### src/core/ext_irq_regs.vh
// Register map, field positions, reset values and timing counts.
`ifndef EXT_IRQ_REGS_VH
`define EXT_IRQ_REGS_VH

// Register indexes; the byte address on the bus is four times the index.
`define IDX_CONTROL        8'h37
`define IDX_ENABLE         8'h40
`define IDX_STATUS         8'h41
`define IDX_MASK           8'h42
`define IDX_LEVEL          8'h43
`define BYTE_ADDR(idx)     {idx, 2'b00}
`define ADDR_W             10

// Control register fields.
`define CTL_ONE_FILTER     7
`define CTL_PIN_FUNCTION   6
`define CTL_THREE_EDGE     3
`define CTL_TWO_EDGE       2
`define CTL_ONE_EDGE       1
`define CTL_WR_MASK        8'hce
`define CONTROL_RESET      8'h00

// Enable register fields: master at bit 0, source flags above it.
`define EN_MASTER          0
`define EN_FLAGS_LSB       1
`define ENABLE_RESET       6'h00
`define MASK_RESET         5'h00

// Source positions in every five-bit vector.
`define SRC_ZERO           0
`define SRC_ONE            1
`define SRC_TWO            2
`define SRC_THREE          3
`define SRC_FIVE           4

// Noise window figures in high-frequency clock periods.
`define REJ_ZERO_FIVE_FC   2
`define ACC_ZERO_FIVE_FC   7
`define REJ_ONE_SHORT_FC   15
`define ACC_ONE_SHORT_FC   49
`define REJ_ONE_LONG_FC    63
`define ACC_ONE_LONG_FC    193
`define REJ_TWO_THREE_FC   7
`define ACC_TWO_THREE_FC   25
// Slow-mode figures in half low-frequency periods (1 and 3.5).
`define REJ_SLOW_HALF_FS   2
`define ACC_SLOW_HALF_FS   7

// Sample counts that switch the filtered level: midway in each window.
`define THR_ZERO_FIVE  ((`REJ_ZERO_FIVE_FC + `ACC_ZERO_FIVE_FC) / 2)
`define THR_ONE_SHORT  ((`REJ_ONE_SHORT_FC + `ACC_ONE_SHORT_FC) / 2)
`define THR_ONE_LONG   ((`REJ_ONE_LONG_FC + `ACC_ONE_LONG_FC) / 2)
`define THR_TWO_THREE  ((`REJ_TWO_THREE_FC + `ACC_TWO_THREE_FC) / 2)
`define THR_SLOW       ((`REJ_SLOW_HALF_FS + `ACC_SLOW_HALF_FS) / 4)

// Low-frequency tick derived from the 25 MHz clock.
`define FC_HZ              25000000
`define FS_HZ              32768
`define FS_DIV             (`FC_HZ / `FS_HZ)

`define RESP_OKAY          2'b00
`define RESP_SLVERR        2'b10

`endif

### src/core/edge_latch.v
// Edge detector and interrupt latch for one filtered input.
module edge_latch (
    input  wire aclk,
    input  wire aresetn,
    input  wire level,
    input  wire falling_sel,
    input  wire allow,
    input  wire accept,
    input  wire sw_clear,
    output reg  latch_q
);

    reg  prev_q;
    wire rise;
    wire fall;
    wire set_edge;

    assign rise     = level & ~prev_q;
    assign fall     = ~level & prev_q;
    assign set_edge = allow & (falling_sel ? fall : rise);

    always @(posedge aclk) begin
        if (!aresetn) begin
            prev_q  <= 1'b1;
            latch_q <= 1'b0;
        end else begin
            prev_q  <= level;
            // A new edge wins over an acceptance or a software clear.
            latch_q <= (latch_q & ~accept & ~sw_clear) | set_edge;
        end
    end

endmodule // edge_latch

### src/core/ext_irq_inputs.v
// Five external interrupt inputs with noise filters and AXI4-Lite registers.
//
// Local design decision: the AXI4-Lite interface to the registers.
`include "ext_irq_regs.vh"

module ext_irq_inputs (
    input  wire                 aclk,
    input  wire                 aresetn,
    // AXI4-Lite slave.
    input  wire [`ADDR_W-1:0]   s_axi_awaddr,
    input  wire                 s_axi_awvalid,
    output wire                 s_axi_awready,
    input  wire [31:0]          s_axi_wdata,
    input  wire [3:0]           s_axi_wstrb,
    input  wire                 s_axi_wvalid,
    output wire                 s_axi_wready,
    output reg  [1:0]           s_axi_bresp,
    output reg                  s_axi_bvalid,
    input  wire                 s_axi_bready,
    input  wire [`ADDR_W-1:0]   s_axi_araddr,
    input  wire                 s_axi_arvalid,
    output wire                 s_axi_arready,
    output reg  [31:0]          s_axi_rdata,
    output reg  [1:0]           s_axi_rresp,
    output reg                  s_axi_rvalid,
    input  wire                 s_axi_rready,
    // Interrupt pins.
    input  wire                 ext_irq_zero,
    input  wire                 ext_irq_one,
    input  wire                 ext_irq_two,
    input  wire                 ext_irq_three,
    input  wire                 ext_irq_five,
    // System side.
    input  wire                 slow_mode,
    input  wire [4:0]           irq_accept,
    output wire [4:0]           irq_request,
    output reg                  shared_port_pin,
    output wire                 irq
);

    // Register state.
    reg  [7:0]  ext_irq_control_q;
    reg  [5:0]  irq_enable_register_q;
    reg  [4:0]  irq_mask_q;
    reg  [4:0]  latch_clear_q;

    // Write channel holding state.
    reg                 aw_have_q;
    reg  [`ADDR_W-1:0]  aw_addr_q;
    reg                 w_have_q;
    reg  [31:0]         w_data_q;
    reg  [3:0]          w_strb_q;

    // Low-frequency tick.
    reg  [9:0]  fs_count_q;
    reg         fs_tick_q;

    // Full-width copies of the header figures, cut to size where used.
    localparam [31:0] fs_last   = `FS_DIV - 1;
    localparam [31:0] thr_zf    = `THR_ZERO_FIVE;
    localparam [31:0] thr_one_s = `THR_ONE_SHORT;
    localparam [31:0] thr_one_l = `THR_ONE_LONG;
    localparam [31:0] thr_tt    = `THR_TWO_THREE;
    localparam [31:0] thr_slow  = `THR_SLOW;

    wire        irq_one_filter_sel;
    wire        pin_function_sel;
    wire        irq_one_edge_sel;
    wire        irq_two_edge_sel;
    wire        irq_three_edge_sel;
    wire        master_irq_enable;
    wire [4:0]  enable_flags;

    wire [4:0]  pins;
    wire [4:0]  synced;
    wire [4:0]  filtered;
    wire [4:0]  latches;
    wire [4:0]  falling_sel;
    wire [4:0]  allow;
    wire        sample_en;
    wire [7:0]  thr_one_fast;
    reg  [39:0] thresholds;

    wire        do_write;
    wire        byte0_wr;
    reg  [31:0] read_word;
    reg  [1:0]  read_resp;
    reg  [1:0]  write_resp;

    assign irq_one_filter_sel = ext_irq_control_q[`CTL_ONE_FILTER];
    assign pin_function_sel   = ext_irq_control_q[`CTL_PIN_FUNCTION];
    assign irq_one_edge_sel   = ext_irq_control_q[`CTL_ONE_EDGE];
    assign irq_two_edge_sel   = ext_irq_control_q[`CTL_TWO_EDGE];
    assign irq_three_edge_sel = ext_irq_control_q[`CTL_THREE_EDGE];
    assign master_irq_enable  = irq_enable_register_q[`EN_MASTER];
    assign enable_flags       = irq_enable_register_q[5:`EN_FLAGS_LSB];

    assign pins = {ext_irq_five, ext_irq_three, ext_irq_two,
                   ext_irq_one, ext_irq_zero};

    // Slow clock tick: one pulse every low-frequency period.
    always @(posedge aclk) begin
        if (!aresetn) begin
            fs_count_q <= 10'h000;
            fs_tick_q  <= 1'b0;
        end else if (fs_count_q == fs_last[9:0]) begin
            fs_count_q <= 10'h000;
            fs_tick_q  <= 1'b1;
        end else begin
            fs_count_q <= fs_count_q + 10'h001;
            fs_tick_q  <= 1'b0;
        end
    end

    // Normal mode samples every fast cycle, slow modes once per slow period.
    assign sample_en = slow_mode ? fs_tick_q : 1'b1;

    // Window select acts on the next sample, well inside 26 fast periods.
    assign thr_one_fast = irq_one_filter_sel ?
                          thr_one_s[7:0] : thr_one_l[7:0];

    always @* begin
        if (slow_mode) begin
            thresholds = {5{thr_slow[7:0]}};
        end else begin
            thresholds[8*`SRC_ZERO  +: 8] = thr_zf[7:0];
            thresholds[8*`SRC_FIVE  +: 8] = thr_zf[7:0];
            thresholds[8*`SRC_ONE   +: 8] = thr_one_fast;
            thresholds[8*`SRC_TWO   +: 8] = thr_tt[7:0];
            thresholds[8*`SRC_THREE +: 8] = thr_tt[7:0];
        end
    end

    // Zero and five are fixed to falling edges; the others follow control.
    assign falling_sel = {1'b1, irq_three_edge_sel, irq_two_edge_sel,
                          irq_one_edge_sel, 1'b1};

    // The shared pin sets no latch while it serves as a port.
    assign allow = {4'hf, pin_function_sel};

    genvar i;
    generate
        for (i = 0; i < 5; i = i + 1) begin : g_src
            pin_noise_filter u_filter (
                .aclk      (aclk),
                .aresetn   (aresetn),
                .pin       (pins[i]),
                .sample_en (sample_en),
                .threshold (thresholds[8*i +: 8]),
                .synced    (synced[i]),
                .level_q   (filtered[i])
            );
            // Latch is set on the cycle after the filtered edge.
            edge_latch u_latch (
                .aclk        (aclk),
                .aresetn     (aresetn),
                .level       (filtered[i]),
                .falling_sel (falling_sel[i]),
                .allow       (allow[i]),
                .accept      (irq_accept[i]),
                .sw_clear    (latch_clear_q[i]),
                .latch_q     (latches[i])
            );
        end
    endgenerate

    // Shared pin read as a port through the synchroniser.
    always @(posedge aclk) begin
        if (!aresetn) begin
            shared_port_pin <= 1'b1;
        end else begin
            shared_port_pin <= synced[`SRC_ZERO];
        end
    end

    // Requests toward the CPU acceptance logic.
    assign irq_request = latches & enable_flags &
                         {5{master_irq_enable}} &
                         {4'hf, pin_function_sel};

    // Level interrupt for unmasked pending latches.
    assign irq = |(latches & irq_mask_q);

    // AXI4-Lite write path: address and data taken in either order.
    assign s_axi_awready = !aw_have_q && !s_axi_bvalid;
    assign s_axi_wready  = !w_have_q && !s_axi_bvalid;
    assign do_write      = aw_have_q && w_have_q && !s_axi_bvalid;
    assign byte0_wr      = w_strb_q[0];

    always @(posedge aclk) begin
        if (!aresetn) begin
            aw_have_q <= 1'b0;
            aw_addr_q <= {`ADDR_W{1'b0}};
            w_have_q  <= 1'b0;
            w_data_q  <= 32'h0000_0000;
            w_strb_q  <= 4'h0;
        end else begin
            if (s_axi_awvalid && s_axi_awready) begin
                aw_have_q <= 1'b1;
                aw_addr_q <= s_axi_awaddr;
            end else if (do_write) begin
                aw_have_q <= 1'b0;
            end
            if (s_axi_wvalid && s_axi_wready) begin
                w_have_q <= 1'b1;
                w_data_q <= s_axi_wdata;
                w_strb_q <= s_axi_wstrb;
            end else if (do_write) begin
                w_have_q <= 1'b0;
            end
        end
    end

    always @* begin
        case (aw_addr_q)
            `BYTE_ADDR(`IDX_CONTROL),
            `BYTE_ADDR(`IDX_ENABLE),
            `BYTE_ADDR(`IDX_STATUS),
            `BYTE_ADDR(`IDX_MASK),
            `BYTE_ADDR(`IDX_LEVEL): write_resp = `RESP_OKAY;
            default:                write_resp = `RESP_SLVERR;
        endcase
    end

    // Register writes; the status register clears where a one is written.
    always @(posedge aclk) begin
        if (!aresetn) begin
            ext_irq_control_q     <= `CONTROL_RESET;
            irq_enable_register_q <= `ENABLE_RESET;
            irq_mask_q            <= `MASK_RESET;
            latch_clear_q         <= 5'h00;
        end else begin
            latch_clear_q <= 5'h00;
            if (do_write && byte0_wr) begin
                case (aw_addr_q)
                    `BYTE_ADDR(`IDX_CONTROL): begin
                        ext_irq_control_q <= w_data_q[7:0] &
                                             `CTL_WR_MASK;
                    end
                    `BYTE_ADDR(`IDX_ENABLE): begin
                        irq_enable_register_q <= w_data_q[5:0];
                    end
                    `BYTE_ADDR(`IDX_STATUS): begin
                        latch_clear_q <= w_data_q[4:0];
                    end
                    `BYTE_ADDR(`IDX_MASK): begin
                        irq_mask_q <= w_data_q[4:0];
                    end
                    default: begin
                        latch_clear_q <= 5'h00;
                    end
                endcase
            end
        end
    end

    always @(posedge aclk) begin
        if (!aresetn) begin
            s_axi_bvalid <= 1'b0;
            s_axi_bresp  <= `RESP_OKAY;
        end else if (do_write) begin
            s_axi_bvalid <= 1'b1;
            s_axi_bresp  <= write_resp;
        end else if (s_axi_bready) begin
            s_axi_bvalid <= 1'b0;
        end
    end

    // AXI4-Lite read path.
    assign s_axi_arready = !s_axi_rvalid;

    always @* begin
        read_word = 32'h0000_0000;
        read_resp = `RESP_OKAY;
        case (s_axi_araddr)
            `BYTE_ADDR(`IDX_CONTROL): read_word[7:0] = ext_irq_control_q;
            `BYTE_ADDR(`IDX_ENABLE):  read_word[5:0] = irq_enable_register_q;
            `BYTE_ADDR(`IDX_STATUS):  read_word[4:0] = latches;
            `BYTE_ADDR(`IDX_MASK):    read_word[4:0] = irq_mask_q;
            `BYTE_ADDR(`IDX_LEVEL):   read_word[4:0] = filtered;
            default:                  read_resp      = `RESP_SLVERR;
        endcase
    end

    always @(posedge aclk) begin
        if (!aresetn) begin
            s_axi_rvalid <= 1'b0;
            s_axi_rdata  <= 32'h0000_0000;
            s_axi_rresp  <= `RESP_OKAY;
        end else if (s_axi_arvalid && s_axi_arready) begin
            s_axi_rvalid <= 1'b1;
            s_axi_rdata  <= read_word;
            s_axi_rresp  <= read_resp;
        end else if (s_axi_rready) begin
            s_axi_rvalid <= 1'b0;
        end
    end

endmodule // ext_irq_inputs

### src/core/pin_noise_filter.v
// Pin synchroniser and digital noise filter for one interrupt input.
module pin_noise_filter (
    input  wire       aclk,
    input  wire       aresetn,
    input  wire       pin,
    input  wire       sample_en,
    input  wire [7:0] threshold,
    output wire       synced,
    output reg        level_q
);

    reg       sync1_q;
    reg       sync2_q;
    reg [7:0] count_q;
    wire [7:0] count_inc;

    assign count_inc = count_q + 8'h01;
    assign synced    = sync2_q;

    always @(posedge aclk) begin
        if (!aresetn) begin
            sync1_q <= 1'b1;
            sync2_q <= 1'b1;
        end else begin
            sync1_q <= pin;
            sync2_q <= sync1_q;
        end
    end

    // A new level must be seen on threshold consecutive samples.
    always @(posedge aclk) begin
        if (!aresetn) begin
            count_q <= 8'h00;
            level_q <= 1'b1;
        end else if (sample_en) begin
            if (sync2_q == level_q) begin
                count_q <= 8'h00;
            end else if (count_inc >= threshold) begin
                count_q <= 8'h00;
                level_q <= sync2_q;
            end else begin
                count_q <= count_inc;
            end
        end
    end

endmodule // pin_noise_filter

### config.mk
export PLATFORM = sky130hd
export DESIGN_NAME = ext_irq_inputs
export DESIGN_NICKNAME = d
export VERILOG_FILES = /design/src/core/edge_latch.v /design/src/core/ext_irq_inputs.v /design/src/core/pin_noise_filter.v
export VERILOG_INCLUDE_DIRS = /design/src /design/src/core
export SDC_FILE = /design/constraint.sdc
export NUM_CORES = 1
export LEC_CHECK = 0
export ABC_AREA = 1
export BUFFER_PORTS_ARGS = -buffer_cell sky130_fd_sc_hd__clkbuf_2
export CORE_MARGIN = 4
export CORE_UTILIZATION = 50
export DETAILED_ROUTE_END_ITERATION = 12
export PLACE_DENSITY = 0.74
export SYNTH_ARGS = -nofsm -noshare
export SYNTH_HDL_FRONTEND = slang
export SYNTH_SLANG_ARGS = --single-unit
### constraint.sdc
create_clock -name aclk -period 2.38 [get_ports aclk]
set_input_delay 0.476 -clock aclk [delete_from_list [all_inputs] [get_ports aclk]]
set_output_delay 0.476 -clock aclk [all_outputs]
set_load 0.01 [all_outputs]
## Yosys cells after proc, flatten, opt, wreduce, memory -nomap -nowiden

Cells that the tools add are included.

- Output and inout port bits: 48
- Input bits: 74
- Register bits: 133
- Memory bits (read-only): 0
- Word-level logic and storage cells: 184
- Memories kept: 0
- Latch bits: 0
- Memory bits (writable): 0

- Multiplexer cells: 29
- $mul: 0
- Eq/ne operators: 16
- Div/mod/pow operators: 0
- Reduce and logical (&&, ||, !) cells: 29
- Bitwise gates (word level): 52
- $add $sub $neg: 6
- Magnitude comparators: 5
- Shifts and indexed selects: 0

Operator list:

| cell | number |
|---|---|
| 8-bit 2-to-1 mux | 11 |
| 10-bit by 9-bit == test with 1-bit output, second input constant | 8 |
| 8-bit by 1-bit adder with 8-bit output, second input constant | 5 |
| 35-bit 2-to-1 mux | 1 |
| 8-bit >= comparator | 4 |
| 5-bit one-hot mux with 5 select lines | 1 |
| 1-bit inverter | 24 |
| 5-bit bitwise AND | 4 |
| 10-bit by 8-bit == test with 1-bit output, second input constant | 2 |
| 1-bit bitwise AND | 19 |
| 3-bit AND reduction | 6 |
| 5-bit OR reduction | 3 |
| 1-bit 2-to-1 mux | 13 |
| 10-bit by 1-bit adder with 10-bit output, second input constant | 1 |
| 10-bit == test, second input constant | 1 |
| 8-bit by 3-bit >= comparator with 1-bit output | 1 |
| 1-bit logical AND | 8 |
| 2-bit nonzero test | 4 |
| 2-bit 2-to-1 mux | 3 |
| 2-bit AND reduction | 3 |
| 1-bit == test | 5 |
| 1-bit OR | 5 |
| 1-bit logical NOT | 4 |
| 2-bit OR reduction | 1 |

## Logic depth before layout (Yosys ltp)

- Depth in word-level cells: 5
- Gate-level depth with buffers: 13
- Mapped depth without buffers: 13

## By module

From an unflattened synthesis, not the netlist that was laid out.

- Cells, all modules: 1,034
- Area, all modules: 7,409.6 um^2

By module, submodules not included:

| module | cells an instance | seq. area each (um^2) | instances | area each (um^2) |
|---|---|---|---|---|
| pin_noise_filter | 110 | 220.2 | 5 | 780.7 |
| ext_irq_inputs | 414 | 1,321.3 | 1 | 2,999.1 |
| edge_latch | 14 | 40.0 | 5 | 101.3 |

## Worst setup path after synthesis

No wires, ideal clock.

- Kind: register to register
- Start point: reg g_src[1].u_filter.count_q[2]
- End point: reg g_src[1].u_filter.level_q
- Arrival time: 1,691 ps
- Path buffers: 0
- Setup time: 134 ps
- Path slack: 555 ps
- Data required time: 2,246 ps
- Cell stages (with the launch flop): 12
- Clock period less this slack: 1,825 ps
- Path through: dfxtp_1 -> nand3_1 -> nor2_2 -> nand3_1 -> nand2_1 -> nand2_1 -> ha_1 -> or2_2 -> nand2_4 -> nand2_1 -> nand3_1 -> nand3_1

- Cells in the longest elaborated chain, start to end: 3

RTL lines:

| item | RTL line | text |
|---|---|---|
| start, declared | pin_noise_filter.v:14 | `reg [7:0] count_q;` |
| start signal, assigned | pin_noise_filter.v:42 | `count_q <= count_inc;` |
| 8-bit by 1-bit adder with 8-bit output | pin_noise_filter.v:17 | `assign count_inc = count_q + 8'h01;` |
| 8-bit >= comparator | pin_noise_filter.v:38 | `end else if (count_inc >= threshold) begin` |
| 3-bit AND reduction (no line) | n/a |  |
| end signal, assigned | pin_noise_filter.v:40 | `level_q <= sync2_q;` |
| end, declared | pin_noise_filter.v:9 | `output reg level_q` |

Every way passes these cells.
A chain may end at the register's enable or synchronous reset.

## Worst setup path after layout

Same ends and word-level chain as after synthesis.

==> metrics list <==
- The run finished with clean final reports.
- The total count of hold-check failures in the final report was 0.
- Slew Limit Fails: 0
* Reg-to-Reg Start: g_src[1].u_filter.count_q[2]
- Global routing met2 resource utilization: a little under a third
- The biggest area contributor in the post-synthesis netlist is sky130_fd_sc_hd__dfxtp_1.
- Synthesis handed over a netlist of around 850 instances.
* Vert. Die Dim: between 100 and 150 um
- Worst setup path class: flip-flop to flip-flop
* Average wire per cell in the routed design: approximately 12 um
- Accumulated negative setup slack: 0 ns
* Setup slack of the most critical reg-to-reg path: about 0.32 ns
- After layout, the worst path uses roughly 86% of the clock period.
* Final setup skew: around 0.0076 ns
- Wire length of the first global-routing pass: ~23000 um
* Final Setup Violations: 0
* CTS tree: built
- Tot GR Track Use: a little under a fifth
* Total of warnings raised by yosys: 0
- Synthesis inferred 131 register bits.
* Crit path max-delay cell type: sky130_fd_sc_hd__dfxtp_1
- Core region area: roughly 12000 um2
- Clock H-tree levels: 4
- Measured on the finished design, the core utilization comes to between 50% and 60%.
- Worst Path Arrival: around 2.3 ns
- Dividing the synthesized area by the synthesized cell count gives roughly 7.4 um2.
- STA classifies the critical path endpoint as a flip-flop.
* Startpoint kind of the worst setup timing path: flip-flop
- Clock Latency Late Sink: roughly 0.4 ns
- Leakage power summed over all cells: about 3.1 nW
* Share of Yosys cell area claimed by the top area cell type: between 40% and 50%
* Final routed DRC violation total: 0
* Worst Reg-to-Reg Cells: 13
* Commonest non-fill, non-tap cell in the layout: sky130_fd_sc_hd__nand2_1
- Register clock-pin slew on the reported worst setup and hold paths: around 0.060 ns
- Gr busiest metal: met2
- In this design, the stage delay of the slowest critical-path cell is between 0.3 and 0.4 ns.
- The root buffer cell chosen for the clock tree is sky130_fd_sc_hd__clkbuf_16.
* CTS sink cnt: roughly 130
* Post-synthesis instance area: about 6300 um2
- Worst min path class: input port to flip-flop
* Power density over the cells: around 730 nW/um2
- Via density per instance: approximately 5
* Post-cts resize count: 0
- Starting DRT DRC Count: about 420
* Endpoint of the worst-slack reg-to-reg timing path: g_src[1].u_filter.level_q
- In this run the tightest slew margin relative to its limit is between 60 and 70%.
* Overall die width: 120 um
- By instance count, the cell type seen most on the critical path is sky130_fd_sc_hd__nand2_1.
* Number of synthesized flops with an enable pin: 0
* Time the worst path needs with I/O delays and setup: 2.06 ns
* Num rows: 40
- Number of library cell types mapped by synthesis: 45
- Portion of the post-synthesis area used by sequential elements: between 40% and 50%
* Longest Clk Path Bufs: 2
* Critical-path cell list: nand3_1, nor2_2, nand2_1, xor2_1, inv_1, ha_1, nand2_1, nor2_1, nand3_2, nand2_1, nand2_1, nand2_1, nand3_1
- Buffers inserted to repair hold after CTS numbered 0.
- Timing would allow up to 486 MHz.
* Capture point of the worst path: g_src[1].u_filter.level_q
- Number of detailed-routing iterations run before antenna repair: 5
* Antenna violations before repair: 0
- Global routing finished with a remaining overflow of 0.
- Data required, critical path: 2.65 ns
- Die area: around 14000 um2
- Pin count of the biggest net entering global routing: 64
- Cell family contributing the most delay on the critical path: simple AND/OR/NAND/NOR gates
* Number of global-route vias before repair: roughly 5000
- Crit path max fanout: 7
- DRT antenna net count: 0
- After legalization and detailed placement, the total HPWL measured slightly below 10000 um.
* Most used cells in the layout excluding fill and tap cells: 140 x sky130_fd_sc_hd__nand2_1, 131 x sky130_fd_sc_hd__dfxtp_1, 106 x sky130_fd_sc_hd__inv_1
- The final layout contains 1008 nets.
- The critical path runs through a total of 13 cells.
- Global-route met3 utilization: a little under 5%
* Total wire length: approximately 14000 um
- Sorting the synthesized cells by area gives the leading types as sky130_fd_sc_hd__dfxtp_1 42%, sky130_fd_sc_hd__nand2_1 8.3%, sky130_fd_sc_hd__inv_1 6.3%, sky130_fd_sc_hd__a21oi_1 5.5%, sky130_fd_sc_hd__nand3_1 5.2%.
- Setup repair after global routing left no endpoint under its margin.
- Post-synth top flop: sky130_fd_sc_hd__dfxtp_1
- Max-cap violations: 0
* Number of buffers and inverters on the critical path: 1
- From synthesis to final layout, the design area changed by 15.5%.
* Count of input and output buffers: 68
- In the final layout, the share of cells above drive strength 1 is 16.4%.
- The number of antenna diodes in the final layout is 0.
- Measured slew at the worst slew-check pin: around 0.6 ns
* Vias after detailed routing: roughly 5500
* Gp weighted congestion: about 0.9
* Setup crit start: g_src[1].u_filter.count_q[2]
* VDD IR-drop max: between 0.5 and 0.6 mV
- For this run, asynchronously set or reset flops after synthesis account for 0%.
- Ports: about 120
- Number of CTS-inserted buffers: 17
* Initial standard-cell utilization of the core: 51.8%
- Count of buffers added by post-CTS timing repair for setup: 0
- Global routing used approximately a quarter of the available met1 tracks.
## how the worst min path moves through the flow
stage	start	to	cells past startpoint
6_report	irq_accept[4]	g_src[4].u_latch.latch_q	2
5_1_grt	ext_irq_two	g_src[2].u_filter.sync1_q	2
4_1_cts	irq_accept[4]	g_src[4].u_latch.latch_q	2
3_5_place_dp	g_src[1].u_filter.sync1_q	g_src[1].u_filter.synced	1
3_3_place_gp	g_src[2].u_filter.sync1_q	g_src[2].u_filter.synced	1
2_1_floorplan	g_src[0].u_filter.sync1_q	g_src[0].u_filter.synced	1
## synthesized netlist by cell type (5+ instances only)
cell type / instances
sky130_fd_sc_hd__nand2_1: 140
sky130_fd_sc_hd__nor3_1: 23
sky130_fd_sc_hd__nor2_1: 67
sky130_fd_sc_hd__xor2_1: 7
sky130_fd_sc_hd__a21oi_1: 69
sky130_fd_sc_hd__or2_2: 13
sky130_fd_sc_hd__nand3_1: 65
sky130_fd_sc_hd__inv_1: 106
sky130_fd_sc_hd__buf_4: 26
sky130_fd_sc_hd__nand3b_1: 7
sky130_fd_sc_hd__nor2_2: 10
sky130_fd_sc_hd__clkbuf_1: 17
sky130_fd_sc_hd__dfxtp_1: 131
sky130_fd_sc_hd__xnor2_1: 7
sky130_fd_sc_hd__ha_1: 18
sky130_fd_sc_hd__nand3_2: 5
sky130_fd_sc_hd__o21ai_0: 55
sky130_fd_sc_hd__nand4_1: 30
sky130_fd_sc_hd__buf_2: 5
## state kept, by name, summed over array words and instances, names as in the netlist, 5 cells and up
| signal | count |
|---|---|
| ext_irq_control_q | 5 |
| aw_addr_q | 10 |
| fs_count_q | 10 |
| g_src.u_filter.sync1_q | 5 |
| irq_enable_register_q | 6 |
| irq_mask_q | 5 |
| w_data_q | 8 |
| g_src.u_latch.latch_q | 5 |
| latch_clear_q | 5 |
| g_src.u_filter.count_q | 40 |
| s_axi_rdata | 8 |
| g_src.u_latch.prev_q | 5 |
| g_src.u_filter.level_q | 5 |
| g_src.u_filter.synced | 5 |
## through the flow
| stage | instances | hold WS (ns) | area, um2 | total power (W) | setup slack, ns |
|---|---|---|---|---|---|
| after floorplan | 872 | 0.393 | 6400 | 0.00267 | 0.555 |
| after global placement | 1065 | 0.401 | 6700 | 0.00277 | 0.367 |
| after detailed placement | 1065 | 0.400 | 6700 | 0.00277 | 0.327 |
| after CTS | 1095 | 0.221 | 7280 | 0.00534 | 0.295 |
| after global routing | 1095 | 0.234 | 7280 | 0.00550 | 0.0387 |
| final | 1095 | 0.242 | 7280 | 0.00529 | 0.322 |
## area by class of cell
class	count	area (um2)
Multi-Input combinational cell	582	3070
Clock buffer	18	439
Fill cell	1111	4880
Clock inverter	12	140
Inverter	109	409
Sequential cell	131	2620
Tap cell	168	210
Timing Repair Buffer	75	393
## per-layer routing
metal | routed length, um | part of all wire [%]
met3 | 704 | 5.2
met4 | 196 | 1.4
met5 | 0 | 0
met1 | 6580 | 48
met2 | 6160 | 45
## power by group
| part | switching [W] | leakage, nW | total (W) | internal (W) |
|---|---|---|---|---|
| clock network | 0.000912 | 0.287 | 0.00256 | 0.00164 |
| registers | 0.0000552 | 1.07 | 0.00232 | 0.00227 |
| logic | 0.000264 | 1.79 | 0.000409 | 0.000145 |
## cells by family after synthesis
| group | Yosys count | synth area share (%) |
|---|---|---|
| compound gates | 146 | 12.6 |
| fa+ha+maj | 18 | 3.57 |
| flops | 131 | 41.6 |
| other cells | 1 | 0.0595 |
| buf+inv | 159 | 11.2 |
| xor+xnor | 14 | 1.94 |
| simple gates | 378 | 29.0 |
## worst reg2reg max path, delay by kind of cell, from the launching register on
| family | cells | cell delay (ns) |
|---|---|---|
| adders and majority gates | 1 | 0.30 |
| DFF | 1 | 0.38 |
| and+or+nand+nor | 10 | 1.01 |
| buffers and inverters | 1 | 0.08 |
| xor gates and xnor gates | 1 | 0.14 |
Power figures use the tool's default switching activity.
